### src/verilog/adaptive_threshold_map.vh
// Behaviour
// RULE1: time constant is two to settling-code-plus-one
// RULE2: average at step zero is prior average
// RULE3: average updates once per finished conversion
// RULE4: 8-bit config register at pointer 0x0F
// RULE5: config resets to 0x19
// RULE6: fixed select one compares against threshold
// RULE7: fixed select zero compares against adaptive threshold
// RULE8: mode 00 active below lower limit
// RULE9: mode 01 active above upper limit
// RULE10: mode 10 inside band, 11 outside
// RULE11: average follows first-order exponential filter
// RULE12: hysteresis only in adaptive, unless disabled
// RULE13: mode field idle/continuous/single/power-down, 1xx reserved
// RULE14: channel enables; continuous alternates both channels
`ifndef ADAPTIVE_THRESHOLD_MAP_VH
`define ADAPTIVE_THRESHOLD_MAP_VH

// ----------------------------------------------------------------
// register map
// ----------------------------------------------------------------
`define CFG_POINTER      8'h0f
`define CFG_RESET        8'h19
`define CFG_FIXED_BIT    7
`define CFG_CMP_HI_BIT   6
`define CFG_CMP_LO_BIT   5
`define CFG_EN1_BIT      4
`define CFG_EN2_BIT      3
`define CFG_MODE_MSB     2
`define CFG_MODE_LSB     0

// ----------------------------------------------------------------
// field encodings
// ----------------------------------------------------------------
`define MODE_IDLE        3'h0
`define MODE_CONTINUOUS  3'h1
`define MODE_SINGLE      3'h2
`define MODE_POWERDOWN   3'h3
`define CMP_NEGATIVE     2'h0
`define CMP_POSITIVE     2'h1
`define CMP_IN_WINDOW    2'h2
`define CMP_OUT_WINDOW   2'h3
`define UNMAPPED_READ    8'h00

`endif

### src/verilog/adaptive_threshold_comparator.v
`timescale 1ns/1ps
`include "adaptive_threshold_map.vh"

module adaptive_threshold_comparator #(
   parameter DATA_W = 16,
   parameter FRAC_W = 16
) (
   input  wire              clk_sys,
   input  wire              resetn,
   input  wire [7:0]        regPointer,
   input  wire              regWrite,
   input  wire [7:0]        regWriteData,
   output wire [7:0]        regReadData,
   input  wire [3:0]        average_settling_code,
   input  wire              hysteresisDisable,
   input  wire [DATA_W-1:0] hysteresisAmount,
   input  wire [DATA_W-1:0] sensitivity0,
   input  wire [DATA_W-1:0] sensitivity1,
   input  wire [DATA_W-1:0] fixedThreshold0,
   input  wire [DATA_W-1:0] fixedThreshold1,
   output reg               convStart,
   output reg               convChannel,
   input  wire              convDone,
   input  wire [DATA_W-1:0] convData,
   output wire              powerDown,
   output reg  [1:0]        detect,
   output reg  [DATA_W-1:0] average0,
   output reg  [DATA_W-1:0] average1
);

   localparam       ACC_W   = DATA_W + FRAC_W;
   localparam [1:0] ST_IDLE = 2'h1;
   localparam [1:0] ST_BUSY = 2'h2;

   // ----------------------------------------------------------------
   // functions
   // ----------------------------------------------------------------
   // avg += (data - avg) / 2^(code+1), kept with fraction bits so
   // long time constants still move the average
   function [ACC_W-1:0] filterStep;
      input        [ACC_W-1:0]  acc;
      input        [DATA_W-1:0] data;
      input        [3:0]        code;
      reg   signed [ACC_W:0]    diff;
      reg   signed [ACC_W:0]    step;
      begin
         diff = $signed({1'h0, data, {FRAC_W{1'h0}}})
              - $signed({1'h0, acc});
         step = diff >>> ({1'h0, code} + 5'h1); // RULE1
         filterStep = acc + step[ACC_W-1:0]; // RULE11
      end
   endfunction

   // integer part of an accumulator
   function [DATA_W-1:0] intPart;
      input [ACC_W-1:0] acc;
      begin
         intPart = acc[ACC_W-1:FRAC_W];
      end
   endfunction

   // a - b, held at zero instead of wrapping
   function [DATA_W-1:0] subFloor;
      input [DATA_W-1:0] a;
      input [DATA_W-1:0] b;
      reg   [DATA_W:0]   diff;
      begin
         diff = {1'h0, a} - {1'h0, b};
         if (diff[DATA_W])
            subFloor = {DATA_W{1'h0}};
         else
            subFloor = diff[DATA_W-1:0];
      end
   endfunction

   // lo/hi are the band around average or threshold; a lower limit
   // clamped at zero leaves negative mode inactive
   function compareOut;
      input [DATA_W-1:0] data;
      input [DATA_W-1:0] centre;
      input [DATA_W-1:0] margin;
      input [1:0]        mode;
      reg   [DATA_W:0]   lo;
      reg   [DATA_W:0]   hi;
      reg   [DATA_W:0]   d;
      begin
         d  = {1'h0, data};
         lo = {1'h0, subFloor(centre, margin)};
         hi = {1'h0, centre} + {1'h0, margin};
         case (mode)
            `CMP_NEGATIVE:   compareOut = (d < lo); // RULE8
            `CMP_POSITIVE:   compareOut = (d > hi); // RULE9
            `CMP_IN_WINDOW:  compareOut = (d > lo) && (d < hi); // RULE10
            `CMP_OUT_WINDOW: compareOut = (d < lo) || (d > hi); // RULE10
            default:         compareOut = 1'h0;
         endcase
      end
   endfunction

   // ----------------------------------------------------------------
   // configuration register
   // ----------------------------------------------------------------
   reg  [7:0] cfgByte;
   reg  [7:0] next_cfgByte;
   reg        singleDoneEvent;
   wire       cfgHit;
   wire       fixedSel;
   wire [1:0] cmpMode;
   wire [1:0] chanEn;
   wire [2:0] convMode;

   assign cfgHit   = (regPointer == `CFG_POINTER);
   assign fixedSel = cfgByte[`CFG_FIXED_BIT];
   assign cmpMode  = {cfgByte[`CFG_CMP_HI_BIT], cfgByte[`CFG_CMP_LO_BIT]};
   assign chanEn   = {cfgByte[`CFG_EN2_BIT], cfgByte[`CFG_EN1_BIT]};
   assign convMode = cfgByte[`CFG_MODE_MSB:`CFG_MODE_LSB];

   assign regReadData = cfgHit ? cfgByte : `UNMAPPED_READ; // RULE4
   assign powerDown   = (convMode == `MODE_POWERDOWN); // RULE13

   // a software write wins over the single-shot return to idle
   always @* begin
      next_cfgByte = cfgByte;
      if (regWrite && cfgHit) begin
         next_cfgByte = regWriteData; // RULE4
      end else if (singleDoneEvent) begin
         next_cfgByte[`CFG_MODE_MSB:`CFG_MODE_LSB] = `MODE_IDLE; // RULE13
      end
   end

   always @(posedge clk_sys or negedge resetn) begin
      if (!resetn) begin
         cfgByte <= `CFG_RESET; // RULE5
      end else begin
         cfgByte <= next_cfgByte;
      end
   end

   // ----------------------------------------------------------------
   // conversion sequencer
   // ----------------------------------------------------------------
   reg  [1:0] state;
   reg  [1:0] next_state;
   reg        lastChannel;
   reg        singleArmed;
   reg        next_singleArmed;
   reg        singleSecond;
   reg        next_singleSecond;
   reg        next_singleDone;
   reg        prevSingle;
   wire       singleSel;
   wire       runMode;
   wire       anyChan;
   wire       startNow;
   wire       pickChannel;

   assign singleSel = (convMode == `MODE_SINGLE);
   // power-down and the reserved codes never start a conversion
   assign runMode   = (convMode == `MODE_CONTINUOUS) ||
                      (singleSel && singleArmed); // RULE13
   assign anyChan   = (chanEn != 2'h0);
   assign startNow  = (state == ST_IDLE) && (next_state == ST_BUSY);
   // alternate when both channels run, else the one enabled
   assign pickChannel = (chanEn == 2'h3) ? ~lastChannel :
                        chanEn[1]; // RULE14

   always @* begin
      next_state = state;
      case (state)
         ST_IDLE: begin
            if (runMode && anyChan)
               next_state = ST_BUSY; // RULE13
         end
         ST_BUSY: begin
            if (convDone)
               next_state = ST_IDLE;
         end
         default: begin
            next_state = ST_IDLE;
         end
      endcase
   end

   // single mode: one conversion per enabled channel, then idle
   always @* begin
      next_singleArmed  = singleArmed;
      next_singleSecond = singleSecond;
      next_singleDone   = 1'h0;
      if (singleSel && !prevSingle) begin
         next_singleArmed  = 1'h1;
         next_singleSecond = (chanEn == 2'h3);
      end else if (state == ST_BUSY && convDone && singleSel) begin
         if (singleSecond) begin
            next_singleSecond = 1'h0;
         end else begin
            next_singleArmed = 1'h0;
            next_singleDone  = 1'h1; // RULE13
         end
      end
   end

   always @(posedge clk_sys or negedge resetn) begin
      if (!resetn) begin
         state           <= ST_IDLE;
         convStart       <= 1'h0;
         convChannel     <= 1'h0;
         lastChannel     <= 1'h1;
         singleArmed     <= 1'h0;
         singleSecond    <= 1'h0;
         singleDoneEvent <= 1'h0;
         prevSingle      <= 1'h0;
      end else begin
         state           <= next_state;
         convStart       <= startNow;
         singleArmed     <= next_singleArmed;
         singleSecond    <= next_singleSecond;
         singleDoneEvent <= next_singleDone;
         prevSingle      <= singleSel;
         if (startNow) begin
            convChannel <= pickChannel; // RULE14
            lastChannel <= pickChannel;
         end
      end
   end

   // ----------------------------------------------------------------
   // average and detection
   // ----------------------------------------------------------------
   reg  [ACC_W-1:0]  acc0;
   reg  [ACC_W-1:0]  acc1;
   reg  [ACC_W-1:0]  next_acc0;
   reg  [ACC_W-1:0]  next_acc1;
   reg  [1:0]        next_detect;
   wire              ch;
   wire [ACC_W-1:0]  accCur;
   wire [DATA_W-1:0] avgCur;
   wire [DATA_W-1:0] sensCur;
   wire [DATA_W-1:0] thrCur;
   wire              hystOn;
   wire [DATA_W-1:0] marginAdapt;
   wire              hitAdapt;
   wire              hitFixed;
   wire              hit;
   wire              takeResult;

   assign ch      = convChannel;
   assign accCur  = ch ? acc1 : acc0;
   assign avgCur  = intPart(accCur);
   assign sensCur = ch ? sensitivity1 : sensitivity0;
   assign thrCur  = ch ? fixedThreshold1 : fixedThreshold0;
   // hysteresis narrows the release margin of an active output;
   // never in fixed mode, where it would shift the threshold
   assign hystOn  = !fixedSel && !hysteresisDisable && detect[ch]; // RULE12
   assign marginAdapt = hystOn ? subFloor(sensCur, hysteresisAmount) :
                        sensCur;
   // detection uses the average held before this result
   assign hitAdapt = compareOut(convData, avgCur, marginAdapt,
                                cmpMode); // RULE7 RULE2
   // fixed mode has no window limits: a zero-width band
   assign hitFixed = compareOut(convData, thrCur, {DATA_W{1'h0}},
                                cmpMode); // RULE6
   assign hit        = fixedSel ? hitFixed : hitAdapt;
   assign takeResult = (state == ST_BUSY) && convDone;

   always @* begin
      next_acc0   = acc0;
      next_acc1   = acc1;
      next_detect = detect;
      if (takeResult) begin
         if (ch) begin
            next_acc1      = filterStep(acc1, convData,
                                        average_settling_code); // RULE3
            next_detect[1] = hit;
         end else begin
            next_acc0      = filterStep(acc0, convData,
                                        average_settling_code); // RULE3
            next_detect[0] = hit;
         end
      end
   end

   always @(posedge clk_sys or negedge resetn) begin
      if (!resetn) begin
         acc0     <= {ACC_W{1'h0}};
         acc1     <= {ACC_W{1'h0}};
         detect   <= 2'h0;
         average0 <= {DATA_W{1'h0}};
         average1 <= {DATA_W{1'h0}};
      end else begin
         acc0     <= next_acc0;
         acc1     <= next_acc1;
         detect   <= next_detect;
         average0 <= intPart(acc0);
         average1 <= intPart(acc1);
      end
   end

endmodule // adaptive_threshold_comparator

### config.mk
export PLATFORM = sky130hd
export DESIGN_NAME = adaptive_threshold_comparator
export DESIGN_NICKNAME = d
export VERILOG_FILES = /design/src/verilog/adaptive_threshold_comparator.v
export VERILOG_INCLUDE_DIRS = /design/src /design/src/verilog
export SDC_FILE = /design/constraint.sdc
export NUM_CORES = 1
export LEC_CHECK = 0
export ABC_CLOCK_PERIOD_IN_PS = 10300
export BUFFER_PORTS_ARGS = -buffer_cell sky130_fd_sc_hd__buf_2
export CAP_MARGIN = 20
export CORE_AREA = 2 2 179 251
export CTS_CLUSTER_DIAMETER = 100
export DETAILED_ROUTE_END_ITERATION = 16
export DIE_AREA = 0 0 181 253
export SKIP_LAST_GASP = 1
export SYNTH_ARGS = -nofsm -noshare
export SYNTH_HDL_FRONTEND = slang
export SYNTH_SLANG_ARGS = --single-unit
export TNS_END_PERCENT = 50
### constraint.sdc
create_clock -name clk_sys -period 10.3 [get_ports clk_sys]
set_input_delay 1.545 -clock clk_sys [delete_from_list [all_inputs] [get_ports clk_sys]]
set_output_delay 1.545 -clock clk_sys [all_outputs]
set_load 0.01 [all_outputs]
Word-level counts from Yosys, hierarchy flattened:

Cells that the tools add are included.

* add/subtract/negate cells: 8
* order comparisons: 7
* equal/unequal tests: 12
* shift-type cells: 2
* mux-type cells: 26
* bitwise logic cells: 2
* reduce and logical (&&, ||, !) cells: 24

Operators with widths (count)
* two-way mux 16 bit: 5
* >>> shifter 33 x 5 -> 32 bit: 2
* subtractor 32 x 32 -> 33 bit: 2
* adder 32 bit: 2
* subtractor 16 x 16 -> 17 bit: 2
* > comparator 16 bit: 2
* less-than comparator 16 bit: 2
* two-way mux 32 bit: 1
* adder 16 x 16 -> 17 bit: 1
* > comparator 16 x 17 -> 1 bit: 1
* less-than comparator 16 x 17 -> 1 bit: 1
* two-way mux 1 bit: 12
* logical AND 1 bit: 11
* == test 2 bit (second input constant): 5
* == test 8 x 4 -> 1 bit (second input constant): 1
* two-way mux 8 bit: 1
* one-hot mux 1 bit (4 select lines): 2
* == test 3 x 2 -> 1 bit (second input constant): 2
* two-way mux 3 bit: 2
* AND reduction 2 bit: 3
* nonzero test 2 bit: 3
* adder 4 x 1 -> 5 bit (second input constant): 1
* == test 2 x 1 -> 1 bit (second input constant): 2
* two-way mux 2 bit: 2
* other kinds (8): 13

* register bits after elaboration: 115
* output and inout bits: 45
* logic and storage cells: 97

Depth between registers and ports, before layout:

* depth in word-level cells: 10
* gate-level depth with buffers: 43

Worst setup path before layout:

OpenSTA, ideal clock, no wires.

* path type: input port to flip-flop
* from: input sensitivity1[0]
* to: register detect[1]
* library setup time: 0.136 ns
* data arrival time: 8.365 ns
* setup slack: 1.798 ns
* stages on the path: 42
* cell sequence: mux2i_1 ha_1 fa_1 nor2b_1 o21ai_0 a21boi_0 o21ai_0 nand2b_1 a21oi_1 o21ai_0 o41ai_1 o2111ai_1 o211a_1 clkbuf_1 o2bb2ai_1 ha_1 inv_1 fa_1 [... 6 more ...] o31a_1 o41a_1 a221o_1 a21bo_2 clkbuf_1 nand2_1 ha_1 a21o_1 a21o_1 a21o_1 a21oi_1 nor2b_1 o31ai_1 a21boi_0 o21ai_0 mux2i_1 nor3_1 o31ai_1

* word-level cells in the longest chain between the ends: 10
* elaborated cells between the ends (all ways): 15

RTL lines
* start: declaration: line adaptive_threshold_comparator.v:18 `input wire [DATA_W-1:0] sensitivity1,`
* two-way mux 16 bit (*): line adaptive_threshold_comparator.v:249 `assign sensCur = ch ? sensitivity1 : sensitivity0;`
* subtractor 16 x 16 -> 17 bit: line adaptive_threshold_comparator.v:68 `diff = {1'h0, a} - {1'h0, b};`
* two-way mux 16 bit: line adaptive_threshold_comparator.v:69 `if (diff[DATA_W])`
* two-way mux 16 bit (*): line adaptive_threshold_comparator.v:254 `assign marginAdapt = hystOn ? subFloor(sensCur, hysteresisAmount) :`
* subtractor 16 x 16 -> 17 bit: line adaptive_threshold_comparator.v:68
* two-way mux 16 bit: line adaptive_threshold_comparator.v:69
* less-than comparator 16 bit / > comparator 16 bit (equally long branches): line adaptive_threshold_comparator.v:91, adaptive_threshold_comparator.v:94, adaptive_threshold_comparator.v:93
* logical OR 1 bit / logical AND 1 bit (equally long branches): line adaptive_threshold_comparator.v:94, adaptive_threshold_comparator.v:93
* one-hot mux 1 bit (4 select lines) (*): line adaptive_threshold_comparator.v:90 `case (mode)`
* two-way mux 1 bit (*): line adaptive_threshold_comparator.v:262 `assign hit = fixedSel ? hitFixed : hitAdapt;`
* end signal: assignment: line adaptive_threshold_comparator.v:292 `detect <= next_detect;`
* end: declaration: line adaptive_threshold_comparator.v:26 `output reg [1:0] detect,`

Every way passes the cells marked *; elsewhere a longest branch is shown, timed or not.
A chain may end at the register's enable or synchronous reset.

Worst setup path after layout:

* from: input sensitivity1[2]
* to: register detect[0]

The elaborated chain is that of the path after synthesis.

==> results.json <==
{
  "final_cells": 2926,
  "place_inst": 2894,
  "wl_per_cell_um": 19.71,
  "p_per_area_nw_per_um2": 172.5,
  "async_flop_share": 1.000,
  "grtUsageMet3": 0.02517,
  "synth.distinct_cells": 90,
  "routed_wl_mm": 57.67,
  "relSlewSlack": 0.2875,
  "synth_edf_count": 0,
  "synth-main-ff-cell": "dfrtp_1",
  "synthesis.nets": 2596,
  "grt_first_pass_wirelength_mm": 90.48,
  "met2_usage": 0.4637,
  "fillers": 4500,
  "rsz0062_at_grt": "no",
  "yosys.area.top_type": "dfrtp_1",
  "p_total_w": 0.003303,
  "cp.arrival_ns": 9.69,
  "endpoint_kind": "flop",
  "timing.fmax_mhz": 106.9,
  "antenna_cells": 0,
  "cts-root-buf": "clkbuf_16",
  "whs_path_depth": 0,
  "ys_seq_area_frac": 0.1670,
  "clock_sinks": 115,
  "grt_util_all_layers": 0.2483,
  "final_cell_mix": "244 x nand2_1, 200 x o21ai_0, 194 x ha_1, 189 x a21oi_1, 169 x nor2_1",
  "pre_cts_ws_ns": 0.6467,
  "p_leak_nw": 8.850,
  "grtUsageMet1": 0.2758,
  "pin_count": 166,
  "htree_num_levels": 4,
  "worstPathMaxFanout": 27,
  "grt_pass1_vias": 16800,
  "status": "finished clean",
  "cts_tree": "done",
  "nets": 2676,
  "ctsResizeCount": 0,
  "dieHeight_um": 253,
  "path_class": "input pin to flop",
  "grt-busiest-layer": "met2",
  "tns_ns": 0,
  "grt_start_max_net_pins": 71,
  "ys_seq_elements": 115,
  "antenna_found_initial": 0,
  "core-area_um2": 43720,
  "hold_buffers": 0,
  "skew_ns": 0.01235,
  "place.gp.congestion": 0.9220,
  "synthTopCellsByArea": "dfrtp_1 16%, ha_1 14%, o21ai_0 5.8%",
  "tritoncts.num_buffers": 17,
  "r2r_slack_ns": 1.31,
  "grt.overflow.total": 0,
  "rows": 91,
  "avgSynthCellArea_um2": 7.592,
  "drive_gt1_frac": 0.1326,
  "crit_start": "sensitivity1[2]",
  "postCtsSetupRepairBufs": 0,
  "reg2reg_depth": 40,
  "setup_viol": 0,
  "rr_startpoint": "convChannel$_DFFE_PN0P_",
  "synth_cells": 2275,
  "finalHoldViolCount": 0,
  "yosysWarnings": 0,
  "die_w_um": 181,
  "fin_crit_ns": 9.355,
  "initial_core_util": 0.3951,
  "worstMarginPinSlew_ns": 1.069,
  "yosysTopAreaCellShare": 0.1594,
  "drc": 0,
  "path_common_cell": "o21ai_0",
  "antenna_left": 0,
  "netlist_area_um2": 17270,
  "hp-class": "flop to flop",
  "hold_end": "average0[15]$_DFF_PN0_",
  "final_common_cell": "nand2_1",
  "num_vias": 17270,
  "timing.hold.ws_ns": 0.4035,
  "cp_slowest_stage_delay_ns": 0.65,
  "peakVddDrop_mv": 0.1327,
  "portBuffers": 165,
  "fin_crit_sh": 0.9083,
  "cts_buffer_depth": 2,
  "via_per_inst": 5.904,
  "drt_iter0_markers": 1017,
  "cts.clk_slew.worst_paths_ns": 0.06,
  "fin_ws_ns": 0.9448,
  "crit_slowest_cell": "o41ai_1",
  "crit_path_start_kind": "input pin",
  "area_growth_pct": 10.88,
  "dieArea_um2": 45790,
  "maxSlewViolCount": 0,
  "hpwlAfterDp_mm": 45.49,
  "r2r-end": "detect[0]$_DFFE_PN0P_",
  "firstDrtPassIters": 6,
  "maxCapViolations": 0,
  "min_from": "acc0[31]$_DFFE_PN0P_",
  "clkLatencyLatePin_ns": 0.44,
  "crit_required_ns": 10.64
}
## how the worst max path moves through the flow
stage	to	slack, ns	cells after the start
after global placement	detect[1]$_DFFE_PN0P_	0.88	38
after detailed placement	detect[0]$_DFFE_PN0P_	0.65	38
after global routing	detect[0]$_DFFE_PN0P_	0.24	39
final	detect[0]$_DFFE_PN0P_	0.94	38
after CTS	detect[0]$_DFFE_PN0P_	1.09	38
after floorplan	detect[1]$_DFFE_PN0P_	1.80	42
## registers in the layout (all words and copies together) (netlist names)
signal / count
acc0: 32
acc1: 32
average0: 16
average1: 16
cfgByte: 8
detect: 2
state: 2
convChannel: 1
convStart: 1
lastChannel: 1
prevSingle: 1
singleArmed: 1
singleDoneEvent: 1
singleSecond: 1
## per-stage QoR
| step | instance area [µm²] | util |
|---|---|---|
| 2_1_floorplan | 17270 | - |
| 3_3_place_gp | 18520 | 0.4236 |
| 3_5_place_dp | 18520 | 0.4236 |
| 4_1_cts | 19150 | 0.4380 |
| 5_1_grt | 19150 | 0.4380 |
| 6_report | 19150 | 0.4380 |
## report_power, final
group          total (W)  internal, W  leakage, nW  switching [W]
Combinational    0.00209     0.000844         7.04        0.00125
Clock           0.000641     0.000397        0.298       0.000244
Sequential      0.000570     0.000502         1.51      0.0000684
## cells in the mapped netlist, types with 45 or more instances
cell type	count
nand2_1	244
o21ai_0	200
ha_1	195
a21oi_1	189
nor2_1	170
inv_1	115
dfrtp_1	110
clkbuf_1	101
mux2i_1	83
xnor2_1	82
a21o_1	61
xor2_1	51
nand3_1	49
nor3_1	45
## final cells by class
class | instances | area [µm²] | area share
Clock buffer | 19 | 452.9 | 0.02365
Clock inverter | 13 | 176.4 | 0.009211
Inverter | 117 | 439.2 | 0.02293
Multi-Input combinational cell | 1919 | 13520 | 0.7059
Sequential cell | 115 | 2885 | 0.1507
Tap cell | 558 | 698.2 | 0.03645
Timing Repair Buffer | 185 | 980.9 | 0.05122
## critical path: cells and delay by family
| family | cells | cell delay (ns) |
|---|---|---|
| buf+inv | 2 | 0.37 |
| mux | 2 | 0.44 |
| simple gates | 5 | 0.69 |
| compound gates | 26 | 5.80 |
| fa+ha+maj | 3 | 0.82 |
## layer usage
layer  routed length, µm  part of all wire  vias up
met2               29240              0.51      531
met1               22890              0.40     8127
met3                2432             0.042      123
li1                    -                 -     8493
met4                3111             0.054        0
met5                   0                 0        -
## kinds of logic after synthesis
logic type	share of synthesized area
and+or+nand+nor	0.1917
AOI/OAI and AO/OA	0.2820
xor gates and xnor gates	0.06744
adders and majority gates	0.1470
muxes	0.09178
buffers and inverters	0.05310
DFF	0.1670
(Power assumes the default switching activity.)
